### config.mk
export PLATFORM = sky130hd
export DESIGN_NAME = isp_flash_sequencer
export DESIGN_NICKNAME = d
export VERILOG_FILES = /design/src/isp_pulse_timer.v /design/src/isp_flash_sequencer.v
export VERILOG_INCLUDE_DIRS = /design/src /design/src/src
export SDC_FILE = /design/constraint.sdc
export NUM_CORES = 1
export LEC_CHECK = 0
export CORE_UTILIZATION = 63
export DETAILED_ROUTE_END_ITERATION = 16
export DONT_BUFFER_PORTS = 1
export GPL_TIMING_DRIVEN = 0
export PLACE_DENSITY_LB_ADDON = 0.12
export SLEW_MARGIN = 20
export SYNTH_ARGS = -nofsm -noshare
export SYNTH_HDL_FRONTEND = slang
export SYNTH_SLANG_ARGS = --single-unit
### constraint.sdc
create_clock -name clk_sys -period 4.2 [get_ports clk_sys]
set_input_delay 0 -clock clk_sys [delete_from_list [all_inputs] [get_ports clk_sys]]
set_output_delay 0 -clock clk_sys [all_outputs]
set_load 0.02 [all_outputs]
### src/isp_defines.vh
`ifndef ISP_DEFINES_VH
`define ISP_DEFINES_VH
// -----------------------------------------------------------------------------
// Register map, byte addresses on the AXI4-Lite bus.
// -----------------------------------------------------------------------------
`define ISP_OFS_ADDR_HIGH 4'h0
`define ISP_OFS_ADDR_LOW 4'h4
`define ISP_OFS_READ_DATA 4'h8
`define ISP_OFS_WRITE_DATA 4'hC
`define ISP_OFS_PULSE_TIMING 5'h10
`define ISP_OFS_COMMAND 5'h14
`define ISP_OFS_STATUS 5'h18
// -----------------------------------------------------------------------------
// Reset values and fields.
// -----------------------------------------------------------------------------
`define ISP_ADDR_RESET 8'h00
`define ISP_TIMING_RESET 8'h7B
`define ISP_TIMING_WR_MASK 8'h7F
`define ISP_BOOT_VECTOR 16'h0000
`define ISP_FLASH_VECTOR 16'h0000
`define ISP_OPTION_ALIAS 16'hFFFF
`define ISP_OPTION_ADDR 16'h3FFF
`define ISP_BOOT_ROM_BYTES 1024
// Command codes written to the command register.
`define ISP_CMD_READ 2'h0
`define ISP_CMD_WRITE 2'h1
`define ISP_CMD_PAGE_ERASE 2'h2
`define ISP_CMD_MASS_ERASE 2'h3
// Status bits.
`define ISP_STAT_BUSY 0
`define ISP_STAT_BOOT_ROM 1
// AXI responses.
`define ISP_RESP_OKAY 2'h0
`define ISP_RESP_SLVERR 2'h2
`endif

### src/isp_pulse_timer.v
`timescale 1ns/1ns
`default_nettype none
// -----------------------------------------------------------------------------
// Pulse timer: holds busy for (timing value + 1) * unit ticks.
// -----------------------------------------------------------------------------
module isp_pulse_timer #(
  parameter UNIT_CYCLES = 16
) (
  input wire clk_sys,
  input wire rst,
  input wire start,
  input wire [6:0] timing,
  output reg busy
);
  // Prescaler producing a one-cycle enable every UNIT_CYCLES clocks.
  reg [15:0] preReg;
  // Remaining units of the pulse.
  reg [7:0] unitReg;

  // A longer timing value yields a proportionally wider pulse.
  always @(posedge clk_sys or posedge rst) begin
    if (rst) begin
      preReg <= 16'h0000;
      unitReg <= 8'h00;
      busy <= 1'b0;
    end else if (start && !busy) begin
      preReg <= 16'h0000;
      unitReg <= {1'b0, timing};
      busy <= 1'b1;
    end else if (busy) begin
      if (preReg == UNIT_CYCLES[15:0] - 16'h0001) begin
        preReg <= 16'h0000;
        if (unitReg == 8'h00) begin
          busy <= 1'b0;
        end else begin
          unitReg <= unitReg - 8'h01;
        end
      end else begin
        preReg <= preReg + 16'h0001;
      end
    end
  end
endmodule
`default_nettype wire

### src/isp_flash_sequencer.v
// Local design decisions: the address map and the AXI4-Lite register port.
`timescale 1ns/1ns
`default_nettype none
// Contract
// - Boot flag 0 boots ROM, 1 flash.
// - Flash boot begins at location zero.
// - Erased boot flag reads zero.
// - ROM boot watches serial port commands.
// - Boot ROM holds one kilobyte.
// - Address formed from high/low bytes.
// - Address bytes reset to zero.
// - Read data captures read byte.
// - Write data supplies written byte.
// - Registers reachable from either code source.
// - Pulse width derives from timing value.
// - Timing resets to 10 MHz setting.
// - Internal control hidden from software.
`include "isp_defines.vh"
module isp_flash_sequencer #(
  parameter UNIT_CYCLES = 16
) (
  input wire clk_sys,
  input wire rst,
  // AXI4-Lite slave.
  input wire [31:0] s_axi_awaddr,
  input wire s_axi_awvalid,
  output reg s_axi_awready,
  input wire [31:0] s_axi_wdata,
  input wire [3:0] s_axi_wstrb,
  input wire s_axi_wvalid,
  output reg s_axi_wready,
  output reg [1:0] s_axi_bresp,
  output reg s_axi_bvalid,
  input wire s_axi_bready,
  input wire [31:0] s_axi_araddr,
  input wire s_axi_arvalid,
  output reg s_axi_arready,
  output reg [31:0] s_axi_rdata,
  output reg [1:0] s_axi_rresp,
  output reg s_axi_rvalid,
  input wire s_axi_rready,
  // Non-volatile boot-source flag from the option byte.
  input wire bootFlag,
  // Flash array port.
  output reg [15:0] flashAddr,
  output reg [7:0] flashWriteData,
  input wire [7:0] flashReadData,
  output reg flashRead,
  output reg flashWrite,
  output reg flashPageErase,
  output reg flashMassErase,
  // Execution source after reset and the start vector.
  output reg bootFromRom,
  output reg [15:0] resetVector,
  output reg serialMonitorEn
);
  // ---------------------------------------------------------------------------
  // Sequencer states, one-hot.
  // ---------------------------------------------------------------------------
  localparam ST_IDLE = 3'b001;
  localparam ST_PULSE = 3'b010;
  localparam ST_DONE = 3'b100;

  // Size of the boot ROM in bytes; declared here but not used by any logic.
  localparam ROM_BYTES = `ISP_BOOT_ROM_BYTES;

  // Programming registers visible to software.
  reg [7:0] addrHigh_reg;
  reg [7:0] addrLow_reg;
  reg [7:0] readData_reg;
  reg [7:0] writeData_reg;
  reg [7:0] timing_reg;
  // Internal control: operation and state; a command write sets them, and only busy is read back.
  reg [1:0] opCode_reg;
  reg [2:0] state_reg;
  reg startPulse_reg;
  // Boot flag synchroniser; only stage 2 and 3 are compared.
  reg flagS1_reg;
  reg flagS2_reg;
  reg flagS3_reg;
  reg bootLatched_reg;
  // Counts the edges after release until stage 3 holds a sampled pin value.
  reg [1:0] fillCount_reg;
  // AXI holding registers.
  reg [31:0] awAddr_reg;
  reg awHave_reg;
  reg [31:0] wData_reg;
  reg [3:0] wStrb_reg;
  reg wHave_reg;
  wire pulseBusy;
  wire [15:0] progAddr;
  wire busy;

  // The address is the concatenation of the two byte registers.
  assign progAddr = {addrHigh_reg, addrLow_reg};
  assign busy = (state_reg != ST_IDLE);

  // ---------------------------------------------------------------------------
  // Pulse width timer.
  // ---------------------------------------------------------------------------
  isp_pulse_timer #(
    .UNIT_CYCLES(UNIT_CYCLES)
  ) uTimer (
    .clk_sys(clk_sys),
    .rst(rst),
    .start(startPulse_reg),
    .timing(timing_reg[6:0]),
    .busy(pulseBusy)
  );

  // ---------------------------------------------------------------------------
  // Boot source: flag sampled after reset release, ROM unless flag is 1.
  // ---------------------------------------------------------------------------
  // The latch happens once stages 2 and 3 agree, so a glitch cannot decide.
  // The stages are first filled from the pin; comparing their reset values
  // would otherwise decide for the boot ROM before the flag was ever seen.
  always @(posedge clk_sys or posedge rst) begin
    if (rst) begin
      flagS1_reg <= 1'b0;
      flagS2_reg <= 1'b0;
      flagS3_reg <= 1'b0;
      bootLatched_reg <= 1'b0;
      fillCount_reg <= 2'h0;
      bootFromRom <= 1'b1;
      resetVector <= `ISP_BOOT_VECTOR;
      serialMonitorEn <= 1'b1;
    end else begin
      flagS1_reg <= bootFlag;
      flagS2_reg <= flagS1_reg;
      flagS3_reg <= flagS2_reg;
      if (fillCount_reg != 2'h3) begin
        fillCount_reg <= fillCount_reg + 2'h1;
      end
      if (!bootLatched_reg && (fillCount_reg == 2'h3) && (flagS2_reg == flagS3_reg)) begin
        bootLatched_reg <= 1'b1;
        bootFromRom <= ~flagS3_reg;
        // Both sources start at their own location zero.
        resetVector <= flagS3_reg ? `ISP_FLASH_VECTOR : `ISP_BOOT_VECTOR;
        serialMonitorEn <= ~flagS3_reg;
      end
    end
  end

  // ---------------------------------------------------------------------------
  // AXI4-Lite write path: address and data taken in either order.
  // ---------------------------------------------------------------------------
  always @(posedge clk_sys or posedge rst) begin
    if (rst) begin
      s_axi_awready <= 1'b0;
      s_axi_wready <= 1'b0;
      s_axi_bvalid <= 1'b0;
      s_axi_bresp <= `ISP_RESP_OKAY;
      awAddr_reg <= 32'h00000000;
      awHave_reg <= 1'b0;
      wData_reg <= 32'h00000000;
      wStrb_reg <= 4'h0;
      wHave_reg <= 1'b0;
      addrHigh_reg <= `ISP_ADDR_RESET;
      addrLow_reg <= `ISP_ADDR_RESET;
      writeData_reg <= 8'h00;
      timing_reg <= `ISP_TIMING_RESET;
      opCode_reg <= `ISP_CMD_READ;
      startPulse_reg <= 1'b0;
    end else begin
      startPulse_reg <= 1'b0;
      s_axi_awready <= !awHave_reg && !s_axi_awready && s_axi_awvalid && !s_axi_bvalid;
      s_axi_wready <= !wHave_reg && !s_axi_wready && s_axi_wvalid && !s_axi_bvalid;
      if (s_axi_awvalid && s_axi_awready) begin
        awAddr_reg <= s_axi_awaddr;
        awHave_reg <= 1'b1;
      end
      if (s_axi_wvalid && s_axi_wready) begin
        wData_reg <= s_axi_wdata;
        wStrb_reg <= s_axi_wstrb;
        wHave_reg <= 1'b1;
      end
      if (awHave_reg && wHave_reg && !s_axi_bvalid) begin
        awHave_reg <= 1'b0;
        wHave_reg <= 1'b0;
        s_axi_bvalid <= 1'b1;
        s_axi_bresp <= `ISP_RESP_OKAY;
        // Any code source may write; no fetch-source check is made.
        case (awAddr_reg[7:0])
          {4'h0, `ISP_OFS_ADDR_HIGH}: begin
            if (wStrb_reg[0]) addrHigh_reg <= wData_reg[7:0];
          end
          {4'h0, `ISP_OFS_ADDR_LOW}: begin
            if (wStrb_reg[0]) addrLow_reg <= wData_reg[7:0];
          end
          {4'h0, `ISP_OFS_WRITE_DATA}: begin
            if (wStrb_reg[0]) writeData_reg <= wData_reg[7:0];
          end
          {3'h0, `ISP_OFS_PULSE_TIMING}: begin
            // Bit 7 is kept; only bits 6..0 take the written value.
            if (wStrb_reg[0]) begin
              timing_reg <= (timing_reg & ~`ISP_TIMING_WR_MASK)
                | (wData_reg[7:0] & `ISP_TIMING_WR_MASK);
            end
          end
          {3'h0, `ISP_OFS_COMMAND}: begin
            // A command while busy is dropped, the internal control stays.
            if (wStrb_reg[0] && !busy) begin
              opCode_reg <= wData_reg[1:0];
              startPulse_reg <= 1'b1;
            end
          end
          {4'h0, `ISP_OFS_READ_DATA}, {3'h0, `ISP_OFS_STATUS}: begin
            s_axi_bresp <= `ISP_RESP_OKAY;
          end
          default: begin
            s_axi_bresp <= `ISP_RESP_SLVERR;
          end
        endcase
      end
      if (s_axi_bvalid && s_axi_bready) begin
        s_axi_bvalid <= 1'b0;
      end
    end
  end

  // ---------------------------------------------------------------------------
  // Operation sequencer: internal control, hidden from software.
  // ---------------------------------------------------------------------------
  // Address and data are driven straight from the software registers, so
  // software must leave them alone while busy reads 1.
  always @(posedge clk_sys or posedge rst) begin
    if (rst) begin
      state_reg <= ST_IDLE;
      flashAddr <= 16'h0000;
      flashWriteData <= 8'h00;
      flashRead <= 1'b0;
      flashWrite <= 1'b0;
      flashPageErase <= 1'b0;
      flashMassErase <= 1'b0;
      readData_reg <= 8'h00;
    end else begin
      flashAddr <= progAddr;
      flashWriteData <= writeData_reg;
      case (state_reg)
        ST_IDLE: begin
          if (startPulse_reg) begin
            flashRead <= (opCode_reg == `ISP_CMD_READ);
            flashWrite <= (opCode_reg == `ISP_CMD_WRITE);
            flashPageErase <= (opCode_reg == `ISP_CMD_PAGE_ERASE);
            flashMassErase <= (opCode_reg == `ISP_CMD_MASS_ERASE);
            state_reg <= (opCode_reg == `ISP_CMD_READ) ? ST_DONE : ST_PULSE;
          end
        end
        ST_PULSE: begin
          // Strobes stay high for the timed pulse.
          if (!pulseBusy) begin
            flashWrite <= 1'b0;
            flashPageErase <= 1'b0;
            flashMassErase <= 1'b0;
            state_reg <= ST_IDLE;
          end
        end
        ST_DONE: begin
          // The array answers a read one cycle after the strobe.
          readData_reg <= flashReadData;
          flashRead <= 1'b0;
          state_reg <= ST_IDLE;
        end
        default: begin
          state_reg <= ST_IDLE;
        end
      endcase
    end
  end

  // ---------------------------------------------------------------------------
  // AXI4-Lite read path.
  // ---------------------------------------------------------------------------
  always @(posedge clk_sys or posedge rst) begin
    if (rst) begin
      s_axi_arready <= 1'b0;
      s_axi_rvalid <= 1'b0;
      s_axi_rdata <= 32'h00000000;
      s_axi_rresp <= `ISP_RESP_OKAY;
    end else begin
      s_axi_arready <= s_axi_arvalid && !s_axi_arready && !s_axi_rvalid;
      if (s_axi_arvalid && s_axi_arready) begin
        s_axi_rvalid <= 1'b1;
        s_axi_rresp <= `ISP_RESP_OKAY;
        case (s_axi_araddr[7:0])
          {4'h0, `ISP_OFS_ADDR_HIGH}: s_axi_rdata <= {24'h000000, addrHigh_reg};
          {4'h0, `ISP_OFS_ADDR_LOW}: s_axi_rdata <= {24'h000000, addrLow_reg};
          {4'h0, `ISP_OFS_READ_DATA}: s_axi_rdata <= {24'h000000, readData_reg};
          {4'h0, `ISP_OFS_WRITE_DATA}: s_axi_rdata <= {24'h000000, writeData_reg};
          {3'h0, `ISP_OFS_PULSE_TIMING}: s_axi_rdata <= {24'h000000, timing_reg};
          {3'h0, `ISP_OFS_COMMAND}: s_axi_rdata <= 32'h00000000;
          {3'h0, `ISP_OFS_STATUS}: begin
            s_axi_rdata <= {30'h00000000, bootFromRom, busy};
          end
          default: begin
            s_axi_rdata <= 32'h00000000;
            s_axi_rresp <= `ISP_RESP_SLVERR;
          end
        endcase
      end else if (s_axi_rvalid && s_axi_rready) begin
        s_axi_rvalid <= 1'b0;
      end
    end
  end
endmodule
`default_nettype wire

==> metrics.cfg <==
[floorplanning]
fp.dieW_um = 102
core_area_um2 = 9730
rows = 36
die_area_um2 = 10400
io-pin-count = 203
die_y_um = 102
initial_core_util = 0.648

[clocking]
hold_buffers = 44
cts_setup_buffers = 0
cts_sinks = 139
clk_pin_slew_ns = 0.06
insertion_delay_ns = 0.54
root_buffer = clkbuf_8
h-tree-depth = 4
cts_tree = done
cts_resized = 0
clk_path_buf_depth = 2
numCtsBuffers = 17

[global_route]
first_global_vias = 4508
grt_use_total = 0.303
antenna_found_initial = 0
grt_max_degree = 80
grt_pass1_wl_mm = 23.2
grt-ovfl-total = 0

[routing]
routed_wl_mm = 14.7
ant_nets = 0
vias = 4473
drcViolationCount = 0
viasPerCell = 5.76
first_iter_violations = 271
avgRoutedWirePerCell_um = 18.9
firstDrtPassIters = 4

[setup_path]
r2r_slack_ns = 1.81
crit_type = flop to flop
endpoint_kind = flop
crit_chain = or4_1, buf_2, o41ai_4, o21ai_0, a22o_1
critPathTopFamily = compound AO/OA/AOI/OAI gates
critPathLaunchType = flop
reg2reg_to = uTimer.preReg[5]
crit_buf_inv = 1
cpMaxStageDelayCell = o41ai_4
required_ns = 4.62
critPathMaxFanout = 10
reg2reg_depth = 5
r2r_start = uTimer.preReg[4]
cp_slowest_stage_delay_ns = 0.66
crit_arrival_ns = 2.82

[layout]
fillerInstances = 574
final_common_cell = dfrtp_1
reg_top3 = flashAddr (16), uTimer.preReg (16)
num_antenna_cells = 0
final_cell_mix = 131 x dfrtp_1, 62 x mux2_2, 44 x buf_4, 44 x dlygate4sd3_1, 42 x conb_1
final_layout_size_suffix_gt1_frac = 0.248
final_core_util = 0.789
nNetsFinal = 751
multi_input_comb_area_um2 = 2540
final_cell_area_um2 = 7680
syn_to_final_growth_pct = 21.9
seq_area_um2 = 3490

[power_and_ir_drop]
clockPowerShare = 0.390
internal_power_w = 0.00264
leakage_nw = 3.60
p_switching_w = 0.00104
ir_worst_vdd_v = 0.000453
seq_power_share = 0.470
pwr-share-comb = 0.140
p_sw_frac = 0.282
power-per-cell-area_nw_per_um2 = 480

[sta]
rsz0062_at_grt = false
clock_skew_ns = 0.00803
final-hold-violation-count = 0
min_period_ns = 2.39
max_freq_mhz = 418
setup_slack_ns = 1.81
setup-violations-final = 0
min_period_over_period = 0.570
final-max-slew-violation-count = 0
tightest_slew_ns = 0.826
whs_ns = 0.0204
max_slew_margin = 0.442

[placement]
io_buffer_count = 0
preCtsSetupSlack_ns = 1.81
globalplace.congestion = 0.832
placed_cell_area_um2 = 6670
dpl.hpwl_mm = 8.95

[yosys]
netlist_area_um2 = 6300
ys_types = 59
synth_edf_count = 0
synth-seq-cells = 139
synthCells = 525
syn_area_per_cell_um2 = 12.0
ys.warnings.count = 0
ys_seq_area_frac = 0.554
ys_async_sr_fraction = 1.00
synthFlopType = dfrtp_1

[run_status]
status = finished clean

[run]
drv_cap = 0

[min_path]
hp-class = input pin to asynchronous set/reset pin

==> layer usage <==
metal / wire length [µm] / vias up / global-route usage / part of all wire
li1: - / 2049 / - / -
met1: 5790 / 2255 / 0.366 / 0.39
met2: 7740 / 141 / 0.513 / 0.53
met3: 862 / 28 / 0.0923 / 0.059
met4: 282 / 0 / 0.114 / 0.019
met5: 0 / - / 0 / 0
==> power groups by stage <==
stage	combinational (W)	sequential, W	clock (W)
final	0.000517	0.00173	0.00144
after global placement	0.000399	0.00173	0
after detailed placement	0.000421	0.00174	0
after floorplan	0.000355	0.00168	0
after global routing	0.000565	0.00175	0.00151
after CTS	0.000497	0.00172	0.00145
==> worst max path at each step <==
stage          cells after the start  slack [ns]         startpoint                end
2_1_floorplan                      1        0.49                rst    addrHigh_reg[0]
3_3_place_gp                       1       -0.73                rst  uTimer.unitReg[4]
3_5_place_dp                       5        1.81  uTimer.preReg[12]  uTimer.unitReg[6]
4_1_cts                            5        1.82   uTimer.preReg[4]  uTimer.unitReg[6]
5_1_grt                            5        1.70   uTimer.preReg[4]  uTimer.unitReg[6]
6_report                           5        1.81   uTimer.preReg[4]   uTimer.preReg[5]
==> cell usage after synthesis (all sizes together), types with 3 or more instances <==
master,n,area (µm²)
mux2,62,698
and4,3,26.3
nand4,7,43.8
nand3,13,65.1
o21ai,24,120
nor2b,9,56.3
dfstp,8,210
nor4b,5,43.8
nor3b,7,52.6
a21oi,10,50.1
mux2i,10,100
nand3b,3,22.5
nor4,5,67.6
clkbuf,16,60.1
ha,4,50.1
inv,10,37.5
a31oi,14,87.6
nor2,19,71.3
or2,5,31.3
nor3,10,50.1
nand2b,6,37.5
a221o,5,50.1
and3,3,23.8
a211o,3,26.3
nand2,33,124
dfrtp,131,3280
a21o,4,30.0
a22o,8,70.1
or4,8,63.8
a22oi,5,37.5
buf,46,337
o211ai,3,22.5
==> stage by stage <==
stage | TNS (ns) | total power, W | cells
6_report | 0 | 0.00369 | 777
5_1_grt | 0 | 0.00383 | 777
4_1_cts | 0 | 0.00367 | 777
2_1_floorplan | 0 | 0.00204 | 566
3_3_place_gp | -94.76 | 0.00213 | 699
3_5_place_dp | 0 | 0.00216 | 701
==> cell type report <==
| class | count | area share |
|---|---|---|
| clock buffer | 23 | 0.0595 |
| clock inverter | 9 | 0.0150 |
| buffer | 62 | 0.0516 |
| multi-input combinational | 355 | 0.330 |
| tap | 133 | 0.0217 |
| timing repair buffer | 46 | 0.0619 |
| sequential | 139 | 0.454 |
| inverter | 10 | 0.00586 |
==> worst register-to-register path, stage by stage (launching register included) <==
cell and delay (ns):
dfrtp_1 0.44, or4_1 0.52, buf_2 0.19, o41ai_4 0.67, o21ai_0 0.25, a22o_1 0.21
==> cell families (layout without fill, tap and decap cells) <==
| kind of cell | after synthesis | after routing | synth area share |
|---|---|---|---|
| other | 1 | 42 | 0.000595 |
| and+or+nand+nor | 140 | 140 | 0.129 |
| adders and majority gates | 4 | 4 | 0.00794 |
| AOI/OAI and AO/OA | 93 | 93 | 0.105 |
| buffers and inverters | 72 | 150 | 0.0689 |
| muxes | 73 | 73 | 0.130 |
| xor gates and xnor gates | 3 | 3 | 0.00417 |
| DFF | 139 | 139 | 0.554 |
Power figures use the tool's default switching activity.
